<file path="src/core/ars_pkg.sv">
// Purpose: constants and types for the ramp-time selection block
// Assumes: 100 MHz clk_sys, AHB-Lite word registers, 10 ms control tick
// Notes:   frequencies in 0.1 Hz units, ramp ticks of 10 ms
package ars_pkg;
    // timing
    localparam int CLK_NS   = 10;
    localparam int TICK_NS  = 10_000_000;
    localparam int TICK_CYC = TICK_NS / CLK_NS;
    localparam int DIV_CYC  = 34;
    // register byte offsets
    localparam logic [7:0] OFF_PAIR0    = 8'h00;
    localparam logic [7:0] OFF_UNIT     = 8'h20;
    localparam logic [7:0] OFF_SWFREQ   = 8'h24;
    localparam logic [7:0] OFF_ANASEL   = 8'h28;
    localparam logic [7:0] OFF_TERMFUNC = 8'h2C;
    localparam logic [7:0] OFF_TARGET   = 8'h30;
    localparam logic [7:0] OFF_MAXFREQ  = 8'h34;
    localparam logic [7:0] OFF_STATUS   = 8'h38;
    localparam logic [7:0] OFF_SCURVE0  = 8'h40;
    // field values and limits
    localparam logic [7:0]  FUNC_SEL1    = 8'h07;
    localparam logic [7:0]  FUNC_SEL2    = 8'h1A;
    localparam logic [3:0]  ANA_GAIN     = 4'h5;
    localparam logic [15:0] TIME_MAX     = 16'hEA60;
    localparam logic [7:0]  SCURVE_MAX   = 8'hFA;
    localparam int          UNIT_COARSE  = 10;
    localparam int          GAIN_SHIFT   = 12;
    // values after reset
    localparam logic        RST_UNIT     = 1'b1;
    localparam logic [15:0] RST_TIME     = 16'h0064;
    localparam logic [15:0] RST_SWFREQ   = 16'h0000;
    localparam logic [15:0] RST_MAXFREQ  = 16'h0258;
    localparam logic [7:0]  RST_SC_START = 8'h14;
    localparam logic [7:0]  RST_SC_END   = 8'h00;
    localparam logic [31:0] RST_TERMFUNC = 32'h0000_1A07;

    typedef struct packed {
        logic [15:0] accel;
        logic [15:0] decel;
    } ars_pair_t;

    typedef struct packed {
        logic [15:0] freq;
        logic [1:0]  pair;
        logic        busy;
    } ars_stat_t;
endpackage : ars_pkg

</file>
<file path="src/core/ars_ramp_select.sv">
// Purpose: ramp pair selection and S-curve frequency reference generator
// Assumes: adcIn2 comes from a converter on clk_sys; terminals are raw pins
// Notes:   zero wait-state AHB-Lite slave, response always OKAY
`timescale 1ns/1ps
module ars_ramp_select #(
    parameter int TICK_CYCLES = ars_pkg::TICK_CYC,
    parameter int TERM_COUNT  = 4
) (
    input  wire logic                  clk_sys,
    input  wire logic                  rst,
    input  wire logic                  hsel,
    input  wire logic [31:0]           haddr,
    input  wire logic [1:0]            htrans,
    input  wire logic                  hwrite,
    input  wire logic [2:0]            hsize,
    input  wire logic [31:0]           hwdata,
    input  wire logic                  hready,
    output logic      [31:0]           hrdata,
    output logic                       hreadyout,
    output logic                       hresp,
    input  wire logic [TERM_COUNT-1:0] termIn,
    input  wire logic [11:0]           adcIn2,
    output logic      [15:0]           freqRef,
    output logic      [1:0]            pairActive,
    output logic                       rampBusy
);
    localparam int TICK_W = $clog2(TICK_CYCLES);
    localparam logic [TICK_W-1:0] TICK_LAST = TICK_W'(TICK_CYCLES - 1);

    // refuse shapes the divider schedule or the function word cannot serve
    if (TICK_CYCLES < 4 * ars_pkg::DIV_CYC) begin : g_chk_tick
        $error("TICK_CYCLES too small for the step divider");
    end
    if (TERM_COUNT < 1 || TERM_COUNT > 4) begin : g_chk_term
        $error("TERM_COUNT must be 1 to 4");
    end

    ars_pkg::ars_pair_t pairs [4];
    logic        unitSel;
    logic [15:0] switchFreq, freqTarget, maxFreq;
    logic [3:0]  anaFuncSel;
    logic [31:0] termFunc;
    logic [7:0]  scurve [4];
    logic [TERM_COUNT-1:0] termMeta, termSync;
    logic [TICK_W-1:0] tickCnt;
    logic        tick;
    logic [31:0] acc, stepNow, fullStep, jerkBegin, jerkEnd;
    logic        dirUp;
    logic        dValid, dWr;
    logic [7:0]  dAddr;

    // terminal pins cross into clk_sys before anything looks at them
    always_ff @(posedge clk_sys or posedge rst) begin
        if (rst) begin
            termMeta <= '0;
            termSync <= '0;
        end else begin
            termMeta <= termIn;
            termSync <= termMeta;
        end
    end

    // control tick, one pulse every TICK_CYCLES
    always_ff @(posedge clk_sys or posedge rst) begin
        if (rst) begin
            tickCnt <= TICK_LAST;
            tick    <= 1'b0;
        end else begin
            tickCnt <= (tickCnt == '0) ? TICK_LAST : tickCnt - 1'b1;
            tick    <= (tickCnt == '0);
        end
    end

    // terminal decode: any terminal set to a select function drives that bit
    logic [TERM_COUNT-1:0] hit1, hit2, use1, use2;
    for (genvar i = 0; i < TERM_COUNT; i++) begin : g_term
        assign use1[i] = termFunc[8*i +: 8] == ars_pkg::FUNC_SEL1;
        assign use2[i] = termFunc[8*i +: 8] == ars_pkg::FUNC_SEL2;
        assign hit1[i] = use1[i] & termSync[i];
        assign hit2[i] = use2[i] & termSync[i];
    end

    logic        termUsed, autoOn, accelerating, decelerating, gainOn;
    logic [1:0]  termPair, next_pair;
    logic [15:0] freqNow, tgtFreq;
    logic [31:0] tgtAcc;
    assign termUsed = (|use1) | (|use2);
    assign termPair = {|hit2, |hit1};
    assign autoOn   = switchFreq != 16'h0000;
    assign freqNow  = acc[31:16];
    assign tgtFreq  = (freqTarget > maxFreq) ? maxFreq : freqTarget;
    assign tgtAcc   = {tgtFreq, 16'h0000};
    assign accelerating = acc < tgtAcc;
    assign decelerating = acc > tgtAcc;

    // terminals win over the threshold; with neither, pair one stands
    always_comb begin
        if (termUsed) begin
            next_pair = termPair;
        end else if (autoOn && freqNow >= switchFreq) begin
            next_pair = 2'd0;
        end else if (autoOn) begin
            next_pair = 2'd3;
        end else begin
            next_pair = 2'd0;
        end
    end

    // pair changes only at a tick, the running reference is untouched
    always_ff @(posedge clk_sys or posedge rst) begin
        if (rst) begin
            pairActive <= 2'd0;
        end else if (tick) begin
            pairActive <= next_pair;
        end
    end

    // effective ramp length in ticks; gain applies to pair-one accel only
    logic [15:0] baseTime, effTime;
    logic [27:0] gainProd;
    logic [19:0] rampTicks, sBeginTicks, sEndTicks;
    assign baseTime = accelerating ? pairs[pairActive].accel : pairs[pairActive].decel;
    assign gainOn   = anaFuncSel == ars_pkg::ANA_GAIN && pairActive == 2'd0 && accelerating;
    assign gainProd = baseTime * adcIn2;
    assign effTime  = gainOn ? gainProd[27:ars_pkg::GAIN_SHIFT] : baseTime;
    assign rampTicks = unitSel ? 20'(effTime * ars_pkg::UNIT_COARSE) : {4'h0, effTime};
    assign sBeginTicks = {12'h000, accelerating ? scurve[0] : scurve[2]};
    assign sEndTicks   = {12'h000, accelerating ? scurve[1] : scurve[3]};

    // shared serial divider, cycles full step then both jerk figures
    logic [1:0]  divOp;
    logic [5:0]  divCnt;
    logic [31:0] divQuo;
    logic [20:0] divRem, remShift;
    logic [19:0] divDen, next_den;
    always_comb begin
        case (divOp)
            2'd0:    next_den = rampTicks;
            2'd1:    next_den = sBeginTicks;
            default: next_den = sEndTicks;
        endcase
        if (next_den == 20'h00000) begin
            next_den = 20'h00001;
        end
    end
    assign remShift = {divRem[19:0], divQuo[31]};

    always_ff @(posedge clk_sys or posedge rst) begin
        if (rst) begin
            divOp     <= 2'd0;
            divCnt    <= 6'd0;
            divQuo    <= 32'h0000_0000;
            divRem    <= 21'h00_0000;
            divDen    <= 20'h00001;
            fullStep  <= 32'h0000_0000;
            jerkBegin <= 32'h0000_0001;
            jerkEnd   <= 32'h0000_0001;
        end else if (divCnt == 6'd0) begin
            divQuo <= (divOp == 2'd0) ? {maxFreq, 16'h0000} : fullStep;
            divRem <= 21'h00_0000;
            divDen <= next_den;
            divCnt <= 6'd33;
        end else if (divCnt == 6'd1) begin
            // a zero jerk would stall the S segment forever
            case (divOp)
                2'd0:    fullStep  <= (divQuo == '0) ? 32'h0000_0001 : divQuo;
                2'd1:    jerkBegin <= (divQuo == '0) ? 32'h0000_0001 : divQuo;
                default: jerkEnd   <= (divQuo == '0) ? 32'h0000_0001 : divQuo;
            endcase
            divOp  <= (divOp == 2'd2) ? 2'd0 : divOp + 2'd1;
            divCnt <= 6'd0;
        end else begin
            divRem <= (remShift >= {1'b0, divDen}) ? remShift - {1'b0, divDen} : remShift;
            divQuo <= {divQuo[30:0], remShift >= {1'b0, divDen}};
            divCnt <= divCnt - 6'd1;
        end
    end

    // step shaping: linear rise over start time, linear fall near the end
    logic [31:0] remaining, baseStep, next_step;
    logic [32:0] stepSum;
    logic [51:0] brake;
    assign remaining = accelerating ? tgtAcc - acc : acc - tgtAcc;
    assign baseStep  = (dirUp != accelerating) ? 32'h0000_0000 : stepNow;
    assign stepSum   = {1'b0, baseStep} + {1'b0, jerkBegin};
    assign brake     = (baseStep * sEndTicks) >> 1;
    always_comb begin
        if (sEndTicks != 20'h00000 && {20'h00000, remaining} <= brake) begin
            next_step = (baseStep > jerkEnd) ? baseStep - jerkEnd : jerkEnd;
        end else if (sBeginTicks == 20'h00000) begin
            next_step = fullStep;
        end else if (stepSum > {1'b0, fullStep}) begin
            next_step = fullStep;
        end else begin
            next_step = stepSum[31:0];
        end
    end

    // reference moves one step per tick and lands exactly on target
    always_ff @(posedge clk_sys or posedge rst) begin
        if (rst) begin
            acc      <= 32'h0000_0000;
            stepNow  <= 32'h0000_0000;
            dirUp    <= 1'b1;
            rampBusy <= 1'b0;
        end else if (tick) begin
            rampBusy <= accelerating | decelerating;
            dirUp    <= accelerating;
            if (!(accelerating | decelerating)) begin
                stepNow <= 32'h0000_0000;
            end else if (remaining <= next_step) begin
                acc     <= tgtAcc;
                stepNow <= next_step;
            end else begin
                acc     <= accelerating ? acc + next_step : acc - next_step;
                stepNow <= next_step;
            end
        end
    end
    assign freqRef = acc[31:16];

    // bus address phase capture; zero wait states so hreadyout stays high
    always_ff @(posedge clk_sys or posedge rst) begin
        if (rst) begin
            dValid    <= 1'b0;
            dWr       <= 1'b0;
            dAddr     <= 8'h00;
            hreadyout <= 1'b1;
            hresp     <= 1'b0;
        end else begin
            dValid    <= hsel && htrans[1] && hready;
            dWr       <= hwrite;
            dAddr     <= haddr[7:0];
            hreadyout <= 1'b1;
            hresp     <= 1'b0;
        end
    end

    // read data prepared in address phase; unmapped reads return zero
    ars_pkg::ars_stat_t stat;
    assign stat = '{freq: acc[31:16], pair: pairActive, busy: rampBusy};
    always_ff @(posedge clk_sys or posedge rst) begin
        if (rst) begin
            hrdata <= 32'h0000_0000;
        end else if (hsel && htrans[1] && hready && !hwrite) begin
            hrdata <= 32'h0000_0000;
            if (haddr[7:5] == 3'b000) begin
                hrdata <= {16'h0000, haddr[2] ? pairs[haddr[4:3]].decel : pairs[haddr[4:3]].accel};
            end else if (haddr[7:4] == ars_pkg::OFF_SCURVE0[7:4]) begin
                hrdata <= {24'h00_0000, scurve[haddr[3:2]]};
            end else begin
                case ({haddr[7:2], 2'b00})
                    ars_pkg::OFF_UNIT:     hrdata <= {31'h0000_0000, unitSel};
                    ars_pkg::OFF_SWFREQ:   hrdata <= {16'h0000, switchFreq};
                    ars_pkg::OFF_ANASEL:   hrdata <= {28'h000_0000, anaFuncSel};
                    ars_pkg::OFF_TERMFUNC: hrdata <= termFunc;
                    ars_pkg::OFF_TARGET:   hrdata <= {16'h0000, freqTarget};
                    ars_pkg::OFF_MAXFREQ:  hrdata <= {16'h0000, maxFreq};
                    ars_pkg::OFF_STATUS:   hrdata <= {13'h0000, stat};
                    default:               hrdata <= 32'h0000_0000;
                endcase
            end
        end
    end

    // register writes in data phase; out-of-range values clamp to the limit
    always_ff @(posedge clk_sys or posedge rst) begin
        if (rst) begin
            for (int k = 0; k < 4; k++) begin
                pairs[k] <= '{accel: ars_pkg::RST_TIME, decel: ars_pkg::RST_TIME};
            end
            scurve[0]  <= ars_pkg::RST_SC_START;
            scurve[1]  <= ars_pkg::RST_SC_START;
            scurve[2]  <= ars_pkg::RST_SC_START;
            scurve[3]  <= ars_pkg::RST_SC_END;
            unitSel    <= ars_pkg::RST_UNIT;
            switchFreq <= ars_pkg::RST_SWFREQ;
            anaFuncSel <= 4'h0;
            termFunc   <= ars_pkg::RST_TERMFUNC;
            freqTarget <= 16'h0000;
            maxFreq    <= ars_pkg::RST_MAXFREQ;
        end else if (dValid && dWr) begin
            if (dAddr[7:5] == 3'b000) begin
                if (dAddr[2]) begin
                    pairs[dAddr[4:3]].decel <= (hwdata[15:0] > ars_pkg::TIME_MAX) ? ars_pkg::TIME_MAX : hwdata[15:0];
                end else begin
                    pairs[dAddr[4:3]].accel <= (hwdata[15:0] > ars_pkg::TIME_MAX) ? ars_pkg::TIME_MAX : hwdata[15:0];
                end
            end else if (dAddr[7:4] == ars_pkg::OFF_SCURVE0[7:4]) begin
                scurve[dAddr[3:2]] <= (hwdata[7:0] > ars_pkg::SCURVE_MAX) ? ars_pkg::SCURVE_MAX : hwdata[7:0];
            end else begin
                case ({dAddr[7:2], 2'b00})
                    ars_pkg::OFF_UNIT:     unitSel    <= hwdata[0];
                    ars_pkg::OFF_SWFREQ:   switchFreq <= hwdata[15:0];
                    ars_pkg::OFF_ANASEL:   anaFuncSel <= hwdata[3:0];
                    ars_pkg::OFF_TERMFUNC: termFunc   <= hwdata;
                    ars_pkg::OFF_TARGET:   freqTarget <= hwdata[15:0];
                    ars_pkg::OFF_MAXFREQ:  maxFreq    <= hwdata[15:0];
                    default:               unitSel    <= unitSel;
                endcase
            end
        end
    end
endmodule : ars_ramp_select

</file>
<file path="config.mk">
export PLATFORM = sky130hd
export DESIGN_NAME = ars_ramp_select
export DESIGN_NICKNAME = d
export VERILOG_FILES = /design/src/core/ars_pkg.sv /design/src/core/ars_ramp_select.sv
export SDC_FILE = /design/constraint.sdc
export NUM_CORES = 2
export LEC_CHECK = 0
export ABC_AREA = 1
export CORE_MARGIN = 2
export CORE_UTILIZATION = 57
export CTS_CLUSTER_SIZE = 20
export DETAILED_ROUTE_END_ITERATION = 7
export DONT_BUFFER_PORTS = 1
export GPL_ROUTABILITY_DRIVEN = 1
export PLACE_DENSITY = 0.76
export SLEW_MARGIN = 40
export SYNTH_ARGS = -nofsm -noshare
export SYNTH_HDL_FRONTEND = slang
export SYNTH_SLANG_ARGS = --single-unit
</file>
<file path="constraint.sdc">
create_clock -name clk_sys -period 46.4 [get_ports clk_sys]
set_clock_uncertainty 0.2 [all_clocks]
set_input_delay 6.96 -clock clk_sys [delete_from_list [all_inputs] [get_ports clk_sys]]
set_output_delay 6.96 -clock clk_sys [all_outputs]
set_load 0.02 [all_outputs]
</file>
After elaboration in Yosys (flattened, before gate mapping)
Index checks and enable logic that the tools add are counted.

word-level totals
  RAM bits = 0
  bits of input ports = 90
  flip-flop bits (word level) = 560
  memories kept = 0
  bits in latches = 0
  ROM bits = 0
  word-level logic and storage cells = 214

operators by class
  shifts and indexed selects = 0
  multipliers = 3
  add/subtract/negate cells = 10
  multiplexer cells = 56
  reduce and logical (&&, ||, !) cells = 40
  eq/ne operators = 29
  divide/modulo/power cells = 0
  order comparisons = 18
  bitwise gates (word level) = 19

operators with widths
  kind                count
  $mux 32             20
  $bwmux 128          2
  $pmux 32 s7         1
  $bmux 32 s2         2
  $demux 32 s2        2
  $mux 128            1
  $sub 32x32->32      4
  $mux 20             6
  $mux 16             6
  $eq 6x4->1 const B  13
  $gt 32x32->1        2
  $logic_not 20->1    3
  $mux 8              6
  $mul 32x8->40       1
  $pmux 20 s2         1
  $le 32x39->1        1
  $add 32x32->33      1
  $gt 33x32->1        1
  $add 32x32->32      1
  $bwmux 32           1
  $eq 8x3->1 const B  4
  $eq 8x5->1 const B  4
  $le 32x32->1        1
  $logic_not 32->1    1
  other kinds (40)    90

Logic depth before layout (Yosys ltp)
  depth after elaboration = 13
  mapped depth = 94
  depth with buffers taken out = 86

Worst setup path after synthesis
OpenSTA, ideal clock, no wires.

  kind = input -> register
  from = in adcIn2[5]
  to = reg divDen[0]
  library setup time = 80 ps
  stages = 46
  slack = 32207 ps
  arrival time = 13913 ps
  path buffers = 2
  cells stage by stage = buf_1 clkbuf_1 nand2_1 fa_1 fa_1 inv_1 fa_1 inv_1 fa_1 inv_1 fa_1 ha_1 a21oi_1 inv_1 a21oi_1 inv_1 a21oi_1 nand2_1 [... 10 more ...] nand2_1 a21oi_1 nor2_1 o21ai_0 nand2_1 nand2_1 nand2_1 a21oi_1 inv_1 nand3_1 o21a_1 inv_1 nand2_1 nand3_1 nand2_1 nor2_1 nand3_1 a21boi_0

between the ends
  word-level cells in the longest chain between the ends = 7

ends and longest elaborated chain
  element               line                    RTL
  from (decl)           ars_ramp_select.sv:22   input wire logic [11:0] adcIn2,
  $mul 16x12->28 (*)    ars_ramp_select.sv:124  assign gainProd = baseTime * adcIn2;
  $mux 16 (*)           ars_ramp_select.sv:125  assign effTime = gainOn ? gainProd[27:ars_pkg::GAIN_SHIFT] : baseTime;
  $mul 16x3->19         ars_ramp_select.sv:126  assign rampTicks = unitSel ? 20'(effTime * ars_pkg::UNIT_COARSE) : {4'h0, effTime};
  $mux 20 (*)           ars_ramp_select.sv:126
  $pmux 20 s2 (*)       ars_ramp_select.sv:137  case (divOp)
  $logic_not 20->1      ars_ramp_select.sv:142  if (next_den == 20'h00000) begin
  $mux 20 (*)           ars_ramp_select.sv:142
  to (signal assigned)  ars_ramp_select.sv:161  divDen <= next_den;
  to (decl)             ars_ramp_select.sv:135  logic [19:0] divDen, next_den;

Mark *: on every way between the ends. The rest lies on a longest branch, timed or not.
A chain may end at the register's enable or synchronous reset.

Final worst setup path
  from = reg maxFreq[3]
  to = reg acc[21]

between the ends
  word-level cells in the longest chain between the ends = 13

ends and longest elaborated chain
  element                                                 line                    RTL
  from (decl)                                             ars_ramp_select.sv:40   logic [15:0] switchFreq, freqTarget, maxFreq;
  from (signal assigned)                                  ars_ramp_select.sv:281  maxFreq <= ars_pkg::RST_MAXFREQ;
  from (signal assigned)                                  ars_ramp_select.sv:298  ars_pkg::OFF_MAXFREQ: maxFreq <= hwdata[15:0];
  $gt 16x16->1                                            ars_ramp_select.sv:91   assign tgtFreq = (freqTarget > maxFreq) ? maxFreq : freqTarget;
  $mux 16 (*)                                             ars_ramp_select.sv:91
  branches (longest 11 deep; another with $mul 32x8->40)  n/a
  to (signal assigned)                                    ars_ramp_select.sv:212  acc <= tgtAcc;
  to (signal assigned)                                    ars_ramp_select.sv:215  acc <= accelerating ? acc + next_step : acc - next_step;
  to (decl)                                               ars_ramp_select.sv:47   logic [31:0] acc, stepNow, fullStep, jerkBegin, jerkEnd;

Every way passes the cells marked *.

==> results.md <==
- Top cells by area, synth: dfrtp_1 (24%), fa_1 (12%), nand2_1 (11%)
- Die X: 310 um
- NetSw: roughly 0.0027 W
- Hold path depth: 0
- Bufs on Longest Clock Path: 3
- DR WL/cell: 20.1 um
- Fin. max-slew vios: 0
- Fin area: 56,700 um^2
- Die Y-Extent: 310 um
- Post-Syn Area: 53,300 um^2
- Slew @ Worst Pin: 0.938 ns
- HPWL Detailed: 130,000 um
- Drt via density: 5.96
- Clock power share: a little under an eighth
- Area after DPL: ~54,000 um^2
- Worst path most repeated cell: o21ai_0
- Remaining antenna violation count after routing: 0
- Nets: about 8,000
- Status: finished with violations
- DP Worst Slack: 28.22 ns
- Area leader, netlist: dfrtp_1
- # setup viols final: 0
- TritonCTS clock tree: built
- Hold buffer count at cts: 0
- Worst hold path class: flip-flop to flip-flop
- Net Sw Frac: approximately 57%
- Synth warn: 0
- First-pass GRT wire length: 267,000 um
- Ports: around 140
- Slowest CP cell: buf_4
- Initial antenna violation count: 4
- I/O Buffers: 0
- Final hold vios: 0
- Peak supply drop: 0.142 mV
- Vias: 50,400
- Leak Pwr: between 20 and 30 nW
- Sum Neg Setup Slack: 0 ns
- Setup Fix Bufs, Post-CTS: 0
- Post-Route WL: 170,000 um
- H-tree depth: 3
- EDFF count, synth: 0
- CP max stage delay: 0.68 ns
- Largest net degree at the start of global routing: roughly 110
- Commonest cells post-synth: nand2_1 (1,587), inv_1 (1,129), o21ai_0 (764)
- Post-synthesis net count: 8,138
- Critical path class: flip-flop to flip-flop
- Slew HR: 37.4%
- Post_cts resized: 0
- Worst EP required: 46.68 ns
- Worst Path Arrival: approximately 19 ns
- DR pass1 iterations: 8
- RSZ-0062 raised after global routing: false
- Row count: 112
- #FFs+latches synth: between 500 and 600
- Top delay family on crit path: simple AND/OR/NAND/NOR gates
- Layout cells sized above 1: 4.78%
- Initial Utilization: between 50% and 60%
- Vias in the first global route: approximately 48,000
- Combinational Power Share: approximately 77%
- # clock sinks: 558
- Cells on worst reg2reg path: 74
- Yosys top cell area share: 23.5%
- GR Util All Layers: between 30% and 40%
- Fmax: ~53 MHz
- RD Place Congestion: 1.00
- Avg Inst Size Synth: 7.31 um^2
- Failing checks: DRC
- Final worst setup slack: 27.52 ns
- Clk slew on worst S/H paths: 0.06 ns
- Worst Path Max Fanout: 51
- Post-synth cell types: 64
- CP Capture Type: flip-flop
- Pint: 0.00200 W
- Hold WS: 0.146 ns
- Cell area power density: 82.3 nW/um^2
- Max-Cap Viols: 0
- Sequential share of power: roughly an eighth
- Initial DRC count: 5,642
- Die area: slightly below 100,000 um^2
- Number of CTS-inserted buffers: 66
- Root Driver: clkbuf_16
- Core area: ~93,000 um^2
- Top-count cell post-synth: nand2_1
- Clock Latency Late Sink: 0.65 ns
- Grt total ovfl: 0
- Layout area overhead: 6.22%
- CP startpoint kind: flip-flop
- Crit path buffers/inverters: 10
- Remaining DRCs: 7
- Critical path depth in cells: 74
- Post-synth ARST share: between 90% and 100%
- Top FF cell, synth: dfrtp_1
- Crit share post-route: between 40 and 50%
- Fin crit period: 18.88 ns
- Cell count after synthesis: 7,295
- Post-synthesis sequential area ratio: 26.3%
## registers in the layout, summed over array words and instances (netlist names), 6 cells and up
signal / flops
acc: 32
dAddr: 6
divCnt: 6
divDen: 20
divQuo: 32
divRem: 20
freqTarget: 16
fullStep: 32
hrdata: 32
jerkBegin: 32
jerkEnd: 32
maxFreq: 16
pairs: 128
scurve: 32
stepNow: 32
switchFreq: 16
termFunc: 32
tickCnt: 20
## metal layers
metal  GRT usage, %  part of all wire, %  up-vias
met5              0                0.015        -
met4           13.8                  4.2        4
met3           9.56                   13      445
met2           52.0                   42     2693
met1           50.6                   41    23900
li1               -                    -    23300
## cells by family after synthesis
logic type	share of synthesized area [%]
fa+ha+maj	22.2
buf+inv	10.3
simple gates	21.4
flops	26.3
other cells	0.0141
xor+xnor	2.92
compound gates	16.4
mux	0.396
## final timing paths
path / start / to / slack [ns]
setup / recovery: maxFreq[3]$_DFFE_PP1P_ / acc[21]$_DFFE_PP0P_ / 27.52
hold / removal: termMeta[3]$_DFF_PP0_ / termSync[3]$_DFF_PP0_ / 0.15
setup reg to reg: maxFreq[3]$_DFFE_PP1P_ / acc[21]$_DFFE_PP0P_ / 27.52
hold reg to reg: termMeta[3]$_DFF_PP0_ / termSync[3]$_DFF_PP0_ / 0.15
max in group asynchronous: rst / jerkBegin[24]$_DFFE_PP0P_ / 37.18
min in group asynchronous: rst / hrdata[4]$_DFFE_PP0P_ / 6.04
## cell usage in the layout, fill, tap and decap left out, types with 71 or more instances in the layout
cell,netlist,routed
a21oi_1,459,459
inv_1,1129,1120
o22ai_1,71,71
dfrtp_1,501,500
nand2_1,1587,1582
fa_1,325,325
nand3_1,292,289
ha_1,428,428
xor2_1,110,110
nor2_1,647,633
o21ai_0,764,764
## final cells by class
cell class / instances / area (um^2)
antenna: 2 / 5.00
tap: 1254 / 1570
inverter: 1156 / 4360
multi-input combinational: 5313 / 34000
timing repair buffer: 56 / 480
clock buffer: 92 / 1880
clock inverter: 29 / 375
sequential: 558 / 14000
fill: 8531 / 36400
## power groups by stage
| stage | registers [W] | clock network (W) | logic [W] |
|---|---|---|---|
| floorplan | 0.000545 | 0 | 0.00259 |
| global placement | 0.000567 | 0 | 0.00334 |
| detailed placement | 0.000568 | 0 | 0.00341 |
| CTS | 0.000560 | 0.000539 | 0.00344 |
| global route | 0.000565 | 0.000560 | 0.00395 |
| finish | 0.000561 | 0.000536 | 0.00356 |
## metrics by stage
step | std cells | total power (W) | util, %
final | 8460 | 0.00466 | 60.9
after floorplan | 7295 | 0.00314 | -
after CTS | 8457 | 0.00454 | 60.8
after detailed placement | 8336 | 0.00398 | 58.4
after global placement | 8333 | 0.00391 | 58.3
after global routing | 8458 | 0.00507 | 60.9
Power figures use the tool's default switching activity.
